===== src/rtl/uhir_pkg.sv =====
package uhir_pkg;
    // Register offsets (byte addresses on the processor register bus)
    localparam logic [15:0] HOST1_TARGET_DEVICE_ADDRESS = 16'hc088;
    localparam logic [15:0] HOST1_INTERRUPT_ENABLE = 16'hc08c;
    localparam logic [15:0] HOST1_STATUS = 16'hc090;
    localparam logic [15:0] HOST2_TARGET_DEVICE_ADDRESS = 16'hc0a8;
    localparam logic [15:0] HOST2_INTERRUPT_ENABLE = 16'hc0ac;
    localparam logic [15:0] HOST2_STATUS = 16'hc0b0;
    // Field positions
    localparam int BIT_VBUS = 15;
    localparam int BIT_ID = 14;
    localparam int BIT_SOF = 9;
    localparam int BIT_WAKE_B = 7;
    localparam int BIT_WAKE_A = 6;
    localparam int BIT_CONN_B = 5;
    localparam int BIT_CONN_A = 4;
    localparam int BIT_SE0_B = 3;
    localparam int BIT_SE0_A = 2;
    localparam int BIT_DONE = 0;
    localparam int ADDR_W = 7;
    // Reset values
    localparam logic [6:0] ADDR_RESET = 7'h00;
    localparam logic [15:0] ENABLE_RESET = 16'h0000;
    localparam logic [15:0] FLAGS_RESET = 16'h0000;
    // Implemented enable and flag bits per host instance
    localparam logic [15:0] HOST1_IRQ_MASK = 16'hc2f1;
    localparam logic [15:0] HOST2_IRQ_MASK = 16'h02f1;
    // Sticky flag bits (SE0 status bits are live levels)
    localparam logic [15:0] STICKY_MASK = 16'hc2f1;
    localparam logic [15:0] SE0_MASK = 16'h000c;
endpackage


===== src/rtl/uhir_edge.sv =====
`timescale 1ns/1ns
module uhir_edge
    import uhir_pkg::*;
(
    input wire logic clk_in,
    input wire logic srst_in,
    input wire logic level_in,
    output logic toggle_out
);
    logic level_reg;

    // Pulses on either edge of a synchronous level
    always_ff @(posedge clk_in) begin
        if (srst_in) begin
            // Track the pin in reset so release never shows a false edge
            level_reg <= level_in;
        end else begin
            level_reg <= level_in;
        end
    end

    assign toggle_out = (level_reg != level_in) & ~srst_in;
endmodule


===== src/rtl/uhir_host.sv =====
`timescale 1ns/1ns
module uhir_host
    import uhir_pkg::*;
#(
    parameter logic [15:0] IMPL_MASK = HOST1_IRQ_MASK
) (
    input wire logic clk_in,
    input wire logic srst_in,
    input wire logic addr_we_in,
    input wire logic en_we_in,
    input wire logic st_we_in,
    input wire logic [15:0] wdata_in,
    input wire logic [15:0] set_in,
    input wire logic [1:0] se0_in,
    output logic [6:0] dev_addr_out,
    output logic [15:0] enable_out,
    output logic [15:0] status_out,
    output logic irq_out
);
    logic [6:0] addr_reg;
    logic [15:0] en_reg;
    logic [15:0] flag_reg;
    logic [15:0] flag_next;

    always_ff @(posedge clk_in) begin
        if (srst_in) begin
            addr_reg <= ADDR_RESET;
        end else if (addr_we_in) begin
            addr_reg <= wdata_in[ADDR_W-1:0];
        end
    end

    always_ff @(posedge clk_in) begin
        if (srst_in) begin
            en_reg <= ENABLE_RESET;
        end else if (en_we_in) begin
            en_reg <= wdata_in & IMPL_MASK;
        end
    end

    // Write one clears; a same-cycle event keeps the flag set
    always_comb begin
        flag_next = flag_reg;
        if (st_we_in) begin
            flag_next = flag_next & ~wdata_in;
        end
        flag_next = (flag_next | set_in) & IMPL_MASK & STICKY_MASK;
    end

    always_ff @(posedge clk_in) begin
        if (srst_in) begin
            flag_reg <= FLAGS_RESET;
        end else begin
            flag_reg <= flag_next;
        end
    end

    always_comb begin
        status_out = flag_reg;
        status_out[BIT_SE0_B] = se0_in[1];
        status_out[BIT_SE0_A] = se0_in[0];
    end

    assign dev_addr_out = addr_reg;
    assign enable_out = en_reg;
    assign irq_out = |(flag_reg & en_reg);
endmodule


===== src/rtl/uhir_top.sv =====
`timescale 1ns/1ns
// Behaviour
// Write-only 7-bit target address, used for the next host transaction.
// Software writes zeros into reserved address register bits.
// Enable bit one enables its interrupt source, zero disables it.
// Bit 15 gates VBUS 4.4V both-edge interrupt, host 1 only.
// Bit 14 gates ID pin both-edge interrupt, host 1 only.
// Bit 9 gates the SOF/EOP frame timer interrupt.
// Bits 7 and 6 gate port B and port A remote wakeup.
// Bits 5 and 4 gate connect change on SE0/J transitions.
// Bit 0 gates shared transfer-done on ACK, NAK, STALL or timeout.
// Writing one clears a pending flag; zero leaves it.
// Status readable and writable from processor and external host port.
// Status bit 15 set on VBUS edge, host 1 only.
// Status bit 14 set on ID edge, host 1 only.
// Flags at 9, 7, 6, 5, 4, SE0 at 3, 2, done at 0.
// Two independent hosts; host 2 enable register at 0xC0AC.
// Frame timer flag set when SOF/EOP counter expires.
// SE0 status reads one while the port lines are in SE0.
// Wake flag set when remote wakeup detected on that port.
// Interrupt output asserted when any enabled flag is set.
// Source event wins over a same-cycle write-one-to-clear.
module uhir_top
    import uhir_pkg::*;
(
    // Clock and reset
    input wire logic MCLK_IN,
    input wire logic SRST_IN,
    // Processor register port
    input wire logic CPU_WE_IN,
    input wire logic CPU_RE_IN,
    input wire logic [15:0] CPU_ADDR_IN,
    input wire logic [15:0] CPU_WDATA_IN,
    output logic [15:0] CPU_RDATA_OUT,
    // External host port register access
    input wire logic EXT_HOST_PORT_WE_IN,
    input wire logic EXT_HOST_PORT_RE_IN,
    input wire logic [15:0] EXT_HOST_PORT_ADDR_IN,
    input wire logic [15:0] EXT_HOST_PORT_WDATA_IN,
    output logic [15:0] EXT_HOST_PORT_RDATA_OUT,
    // First engine port A OTG levels
    input wire logic FIRST_ENGINE_PORT_A_VBUS_VALID_IN,
    input wire logic FIRST_ENGINE_PORT_A_ID_IN,
    // Per host events: index 0 is host 1, index 1 is host 2
    input wire logic [1:0] SOF_EXPIRE_IN,
    input wire logic [1:0] WAKE_A_IN,
    input wire logic [1:0] WAKE_B_IN,
    input wire logic [1:0] SE0_A_IN,
    input wire logic [1:0] SE0_B_IN,
    input wire logic [1:0] XFER_DONE_IN,
    // Host outputs
    output logic [6:0] HOST1_DEV_ADDR_OUT,
    output logic [6:0] HOST2_DEV_ADDR_OUT,
    output logic [1:0] HOST_IRQ_OUT
);
    ////////////////////////////////////////////////////////////////////
    logic vbus_edge;
    logic id_edge;
    logic [1:0] conn_a_edge;
    logic [1:0] conn_b_edge;
    logic [1:0] addr_we;
    logic [1:0] en_we;
    logic [1:0] st_we;
    logic [15:0] wdata;
    logic [15:0] set_vec [2];
    logic [15:0] en_vec [2];
    logic [15:0] st_vec [2];
    logic [6:0] addr_vec [2];
    logic [15:0] cpu_rd_reg;
    logic [15:0] ext_rd_reg;

    uhir_edge u_vbus_edge (
        .clk_in(MCLK_IN),
        .srst_in(SRST_IN),
        .level_in(FIRST_ENGINE_PORT_A_VBUS_VALID_IN),
        .toggle_out(vbus_edge)
    );

    uhir_edge u_id_edge (
        .clk_in(MCLK_IN),
        .srst_in(SRST_IN),
        .level_in(FIRST_ENGINE_PORT_A_ID_IN),
        .toggle_out(id_edge)
    );

    ////////////////////////////////////////////////////////////////////
    // Processor write takes priority over a same-cycle port write
    assign wdata = CPU_WE_IN ? CPU_WDATA_IN : EXT_HOST_PORT_WDATA_IN;

    genvar h;
    generate
        for (h = 0; h < 2; h = h + 1) begin : g_host
            localparam logic [15:0] A_OFS =
                (h == 0) ? HOST1_TARGET_DEVICE_ADDRESS
                         : HOST2_TARGET_DEVICE_ADDRESS;
            localparam logic [15:0] E_OFS =
                (h == 0) ? HOST1_INTERRUPT_ENABLE
                         : HOST2_INTERRUPT_ENABLE;
            localparam logic [15:0] S_OFS =
                (h == 0) ? HOST1_STATUS : HOST2_STATUS;
            localparam logic [15:0] MASK =
                (h == 0) ? HOST1_IRQ_MASK : HOST2_IRQ_MASK;
            logic cpu_hit_a;
            logic cpu_hit_e;
            logic cpu_hit_s;
            logic ext_hit_a;
            logic ext_hit_e;
            logic ext_hit_s;

            assign cpu_hit_a = CPU_WE_IN && CPU_ADDR_IN == A_OFS;
            assign cpu_hit_e = CPU_WE_IN && CPU_ADDR_IN == E_OFS;
            assign cpu_hit_s = CPU_WE_IN && CPU_ADDR_IN == S_OFS;
            assign ext_hit_a = !CPU_WE_IN && EXT_HOST_PORT_WE_IN &&
                EXT_HOST_PORT_ADDR_IN == A_OFS;
            assign ext_hit_e = !CPU_WE_IN && EXT_HOST_PORT_WE_IN &&
                EXT_HOST_PORT_ADDR_IN == E_OFS;
            assign ext_hit_s = !CPU_WE_IN && EXT_HOST_PORT_WE_IN &&
                EXT_HOST_PORT_ADDR_IN == S_OFS;
            assign addr_we[h] = cpu_hit_a | ext_hit_a;
            assign en_we[h] = cpu_hit_e | ext_hit_e;
            assign st_we[h] = cpu_hit_s | ext_hit_s;

            always_comb begin
                set_vec[h] = 16'h0000;
                if (h == 0) begin
                    set_vec[h][BIT_VBUS] = vbus_edge;
                    set_vec[h][BIT_ID] = id_edge;
                end
                set_vec[h][BIT_SOF] = SOF_EXPIRE_IN[h];
                set_vec[h][BIT_WAKE_B] = WAKE_B_IN[h];
                set_vec[h][BIT_WAKE_A] = WAKE_A_IN[h];
                set_vec[h][BIT_CONN_B] = conn_b_edge[h];
                set_vec[h][BIT_CONN_A] = conn_a_edge[h];
                set_vec[h][BIT_DONE] = XFER_DONE_IN[h];
            end

            uhir_edge u_conn_a (
                .clk_in(MCLK_IN),
                .srst_in(SRST_IN),
                .level_in(SE0_A_IN[h]),
                .toggle_out(conn_a_edge[h])
            );

            uhir_edge u_conn_b (
                .clk_in(MCLK_IN),
                .srst_in(SRST_IN),
                .level_in(SE0_B_IN[h]),
                .toggle_out(conn_b_edge[h])
            );

            uhir_host #(
                .IMPL_MASK(MASK)
            ) u_host (
                .clk_in(MCLK_IN),
                .srst_in(SRST_IN),
                .addr_we_in(addr_we[h]),
                .en_we_in(en_we[h]),
                .st_we_in(st_we[h]),
                .wdata_in(wdata),
                .set_in(set_vec[h]),
                .se0_in({SE0_B_IN[h], SE0_A_IN[h]}),
                .dev_addr_out(addr_vec[h]),
                .enable_out(en_vec[h]),
                .status_out(st_vec[h]),
                .irq_out(HOST_IRQ_OUT[h])
            );
        end
    endgenerate

    assign HOST1_DEV_ADDR_OUT = addr_vec[0];
    assign HOST2_DEV_ADDR_OUT = addr_vec[1];

    ////////////////////////////////////////////////////////////////////
    // Read mux; address registers are write-only and read zero
    function automatic logic [15:0] rd_mux(input logic [15:0] a,
                                           input logic [15:0] e0,
                                           input logic [15:0] e1,
                                           input logic [15:0] s0,
                                           input logic [15:0] s1);
        logic [15:0] r;
        r = 16'h0000;
        case (a)
            HOST1_INTERRUPT_ENABLE: r = e0;
            HOST2_INTERRUPT_ENABLE: r = e1;
            HOST1_STATUS: r = s0;
            HOST2_STATUS: r = s1;
            default: r = 16'h0000;
        endcase
        return r;
    endfunction

    always_ff @(posedge MCLK_IN) begin
        if (SRST_IN) begin
            cpu_rd_reg <= 16'h0000;
        end else if (CPU_RE_IN) begin
            cpu_rd_reg <= rd_mux(CPU_ADDR_IN, en_vec[0], en_vec[1],
                                 st_vec[0], st_vec[1]);
        end
    end

    always_ff @(posedge MCLK_IN) begin
        if (SRST_IN) begin
            ext_rd_reg <= 16'h0000;
        end else if (EXT_HOST_PORT_RE_IN) begin
            ext_rd_reg <= rd_mux(EXT_HOST_PORT_ADDR_IN, en_vec[0],
                                 en_vec[1], st_vec[0], st_vec[1]);
        end
    end

    assign CPU_RDATA_OUT = cpu_rd_reg;
    assign EXT_HOST_PORT_RDATA_OUT = ext_rd_reg;
endmodule


===== config.mk =====
export PLATFORM = sky130hd
export DESIGN_NAME = uhir_top
export DESIGN_NICKNAME = d
export VERILOG_FILES = /design/src/rtl/uhir_pkg.sv /design/src/rtl/uhir_edge.sv /design/src/rtl/uhir_host.sv /design/src/rtl/uhir_top.sv
export SDC_FILE = /design/constraint.sdc
export NUM_CORES = 1
export LEC_CHECK = 0
export BUFFER_PORTS_ARGS = -buffer_cell sky130_fd_sc_hd__buf_2
export CELL_PAD_IN_SITES_DETAIL_PLACEMENT = 2
export CELL_PAD_IN_SITES_GLOBAL_PLACEMENT = 2
export CORE_MARGIN = 3
export CORE_UTILIZATION = 30
export DETAILED_ROUTE_END_ITERATION = 10
export HOLD_SLACK_MARGIN = 0.08
export PLACE_DENSITY = 0.82
export SYNTH_ARGS = -nofsm -noshare
export SYNTH_HDL_FRONTEND = slang
export SYNTH_SLANG_ARGS = --single-unit
export TNS_END_PERCENT = 100

===== constraint.sdc =====
create_clock -name MCLK_IN -period 6.1 [get_ports MCLK_IN]
set_input_delay 1.22 -clock MCLK_IN [delete_from_list [all_inputs] [get_ports MCLK_IN]]
set_output_delay 1.22 -clock MCLK_IN [all_outputs]
set_load 0.03 [all_outputs]

# Word-level counts from Yosys, hierarchy flattened
# Cells that the tools add are included.
# Widths: inputs -> output; s select.
# op_classes
add_sub_neg,0
multipliers,0
n_div,0
order_cmp,0
eq_ne,18
shift,0
mux,5
n_bitwise,20
n_reduce_logical,16
# ops
op,count
$eq 16x16->1 const B,12
$pmux 16 s4,2
$and 16x16->16,2
$mux 16,2
$reduce_or 16->1,2
$and 10x10->10,2
$not 16->16,1
$or 16x16->16,1
$logic_and 1x1->1,13
$mux 10,1
$or 10x10->10,1
$and 1x1->1,6
$ne 1x1->1,6
$or 1x1->1,6
$logic_not 1->1,1
$not 1->1,1
# word_totals
register_bits,88
latch_bits,0
ramBits,0
rom_bits,0
input_bits,84
out_inout_bits,48
wordCells,74
memories,0

# Depth between registers and ports, before layout
# depth
ltp_word,6
depth_mapped,7
depth_no_buf,5

# Hierarchy
# From an unflattened synthesis, not the netlist that was laid out.
# unflattened
hier_cells,463
area_unflattened_um2,4704.5
# modules_own_cells
mod,instances,cells_each,area_each_um2,seq_area_each_um2
uhir_top,1,264,2612.5,640.6
uhir_host (g_host[0].u_host),1,95,1006.0,460.4
uhir_host (g_host[1].u_host),1,86,890.9,380.4
uhir_edge,6,3,32.5,20.0

# Least setup slack after synthesis
# Ideal clock, no wire load.
# synth_timing
path_type,input to register
start,input port EXT_HOST_PORT_ADDR_IN[1]
end,register g_host[0].u_host.en_reg[15]
setup_time_ns,0.079
t_arrival_ns,2.710
required_time_ns,6.021
slack_ns,3.311
stages,6
path_buffers,1
path_cell_list,or4_4 > nor4_4 > a32o_2 > buf_8 > nor2_1 > a211oi_2
# synth_via
elab_chain_len,3
# synth_lines
element,line,rtl
from (decl),uhir_top.sv:38,"input wire logic [15:0] EXT_HOST_PORT_ADDR_IN,"
$eq 16x16->1,uhir_top.sv:116,EXT_HOST_PORT_ADDR_IN == E_OFS;
$logic_and 1x1->1,uhir_top.sv:115,assign ext_hit_e = !CPU_WE_IN && EXT_HOST_PORT_WE_IN &&
$or 1x1->1,uhir_top.sv:120,assign en_we[h] = cpu_hit_e | ext_hit_e;
to (signal assigned),uhir_host.sv:37,en_reg <= wdata_in & IMPL_MASK;
to (decl),uhir_host.sv:21,logic [15:0] en_reg;
# Every way passes these cells.
# A chain may end at the register's enable or synchronous reset.

# Final worst setup path
# layout_timing
start,input port CPU_ADDR_IN[6]
end,register g_host[1].u_host.flag_reg[9]
# layout_via
elab_chain_len,5
# layout_lines
element,line,rtl
from (decl),uhir_top.sv:32,"input wire logic [15:0] CPU_ADDR_IN,"
$eq 16x16->1,uhir_top.sv:112,assign cpu_hit_s = CPU_WE_IN && CPU_ADDR_IN == S_OFS;
$logic_and 1x1->1,uhir_top.sv:112,
$or 1x1->1,uhir_top.sv:121,assign st_we[h] = cpu_hit_s | ext_hit_s;
$mux 10,uhir_host.sv:44,if (st_we_in) begin
$or 10x10->10,uhir_host.sv:47,flag_next = (flag_next | set_in) & IMPL_MASK & STICKY_MASK;
to (signal assigned),uhir_host.sv:54,flag_reg <= flag_next;
to (decl),uhir_host.sv:22,logic [15:0] flag_reg;
# Every way passes these cells.

==> out/summary.txt <==
Outcome: complete, no violations
CTS tree: built
Finished Layout Cells: 602
Routed wire length: 11900 um
Antenna diode count: 0
Layout cells sized above 1: 34.0%
Leakage dissipation: 0.00179 uW
Drt first pass iters: 4
Core Region: 0.0109 mm2
Max clock buf depth: 2
Largest net degree at the start of global routing: 54
Cell Rows: 38
Largest family of logic cells by synthesized area: compound AO/OA/AOI/OAI gates
Multi-input gate area: 0.00184 mm2
Setup TNS: 0 ps
Fillers: 1227
Routed len/inst: 19.7 um
Worst hold path depth: 2
Internal reg-to-reg setup slack: 5030 ps
Crit path from: CPU_ADDR_IN[6]
Number of setup buffers added after CTS: 0
XOR/XNOR Fraction of Synth Area: 1.55%
Mux share of post-synthesis cell area: 10.3%
Clock sink count: 68
Total track usage: 19.3%
Worst r2r path cells: 3
Power, Total: 1030 uW
CP endpoint kind: flip-flop
H-tree lvl count: 3
Relative slew slack: 39.6%
Min cycle time layout: 3360 ps
Register area: 0.00136 mm2
Synth area leader: dfxtp_1
Max-slew violations: 0
Initial Util: 30.9%
Syn Std Cell Area: 0.00338 mm2
Crit path arrival time: 3550 ps
Final hold vios: 0
CP Cell Sequence: buf_2 > or4b_4 > or2_1 > nor3_2 > a32o_1 > a211oi_1
Most frequent cells in the layout: buf_2, dfxtp_1, nor2_1, a22oi_1, o21ai_0
R2r endpoint: CPU_RDATA_OUT[6]
Power per cell area: 244 mW/mm2
Number of global-route vias before repair: 3565
Routed vias/inst: 5.43
Routed Antenna Nets: 0
Syn. warnings: 0
Drt initial violations: 110
Initial antenna violation count: 0
Final Cycle Share: 55.1%
Clock latency on the worst-skew pair: 330 ps
Seq/Total Area, Yosys: 40.2%
Worst Setup Path Type: in -> reg
Slowest-stage cell, CP: nor3_2
FF-to-FF Start: g_host[0].u_host.flag_reg[6]
Count of final setup violators: 0
Die H: 112 um
Fraction of registers with async set/reset: 0%
Mean Syn Cell Area: 9.45 um2
Cts repair resizes: 0
Post-synthesis register bit count: 68
Die W: 112 um
Compound-gate portion of the synthesized area: 22.9%
Crit start category: input port
Tightest Pin Transition: 906 ps
Hold/Removal Path Class: reg -> reg
Placed Area: 0.00396 mm2
Commonest non-fill, non-tap cell in the layout: buf_2
Port bufs: 109
Crit-path max FO: 11
Drt drc: 0
Final GP Congestion: 0.864
Worst path max stage delay: 730 ps
Ports: 132
Syn Inst Count: 358
Ranking of synthesized cells by area: dfxtp_1, a22oi_1, mux2i_1
Area of the die: 0.0126 mm2
Synth Flop Type: dfxtp_1
Global-route wire length before repair: 19100 um
Congestion Overflow GR: 0
Distinct cell type count of the synthesized netlist: 53
RSZ-0062 raised after global routing: false
Synth Area in Simple Gates: 18.5%
Placed cells: 588
Area share of the largest cell type after synthesis: 40.2%
Max Cap Viol: 0
Final #Nets: 543
CTS Buf Count: 9
Clock-pin slew on the worst setup and hold paths: 50 ps
Post-Synth Adder-Cell Area: 0%
Number of synthesized flops with an enable pin: 0
Fmax: 297 MHz
Area Overhead vs Synth: 24.7%
CP Capture Point: g_host[1].u_host.flag_reg[9]
VDD IR max: 0.0000913 V
Via count: 3269
HPWL Detailed: 8970 um
Worst Skew: 5.64 ps
Hold buffers post-CTS: 0
Critical Path RT: 6290 ps
Final Cell Area: 0.00422 mm2
CTS root buffer: clkbuf_16
## worst min-delay path by stage
stage / start / end / slack, ps
finish: EXT_HOST_PORT_RDATA_OUT[15] / EXT_HOST_PORT_RDATA_OUT[15] / 450
detailed placement: EXT_HOST_PORT_RDATA_OUT[15] / EXT_HOST_PORT_RDATA_OUT[15] / 450
floorplan: g_host[0].u_host.flag_reg[0] / g_host[0].u_host.flag_reg[0] / 480
global route: EXT_HOST_PORT_RDATA_OUT[15] / EXT_HOST_PORT_RDATA_OUT[15] / 470
CTS: EXT_HOST_PORT_RDATA_OUT[15] / EXT_HOST_PORT_RDATA_OUT[15] / 460
global placement: EXT_HOST_PORT_RDATA_OUT[14] / EXT_HOST_PORT_RDATA_OUT[14] / 440
## final cells by class
type,instances,share of cell area (%)
clock buffers,11,5.75
inverters,7,0.623
repair buffers,110,13.1
well taps,140,4.15
multi-input cells,263,43.7
clock inverters,3,0.356
flip-flops and latches,68,32.3
## worst max-delay path, delay by kind of cell
family	cells	cell delay, ps
AOI/OAI and AO/OA	2	620
and+or+nand+nor	3	1600
buffers and inverters	1	100
## where the power goes
part           switching, uW  internal (uW)
clock network            183            279
registers               12.9            454
logic                   57.5           41.2
## cell families (layout without fill, tap and decap cells)
logic type / count (synthesis) / count (layout)
mux: 33 / 33
flops: 68 / 68
other cells: 1 / 12
buf+inv: 38 / 131
xor+xnor: 6 / 6
simple gates: 101 / 101
compound gates: 111 / 111
## synth_stat cells (2+ instances only)
cell type and instances:
nand3b_1 8, nand3_1 5, nor2_1 41, nand2b_1 5, nand2_1 6, xnor2_1 4
o21ai_0 28, a22oi_2 2, nor3_1 2, and2_2 2, nor4_1 4, a22oi_1 33
nor4_4 3, and2_1 3, xor2_1 2, a22o_1 6, or2_2 3, a21oi_1 12
clkbuf_1 8, a32oi_1 3, or4bb_1 2, mux2_2 14, or4_4 2, a211oi_2 2
inv_1 7, a32o_2 2, buf_2 4, dfxtp_1 68, buf_1 2, buf_4 16
mux2i_1 19, a211oi_1 18, o21ai_1 2
## routing by layer
layer | vias to the layer above | routed length, um | GRT usage [%]
met3 | 21 | 602 | 3.50
met1 | 1596 | 5160 | 23.4
met5 | - | 0 | 0
met4 | 0 | 218 | 7.37
li1 | 1524 | - | -
met2 | 128 | 5900 | 33.7
## stage by stage
step | util [%] | hold WS (ps) | worst slack, ps
floorplan | - | 477 | 3310
global route | 38.6 | 467 | 2640
detailed placement | 36.2 | 452 | 2370
finish | 38.6 | 452 | 2740
CTS | 38.6 | 459 | 2680
global placement | 36.2 | 443 | 2460
(Power assumes the default switching activity.)
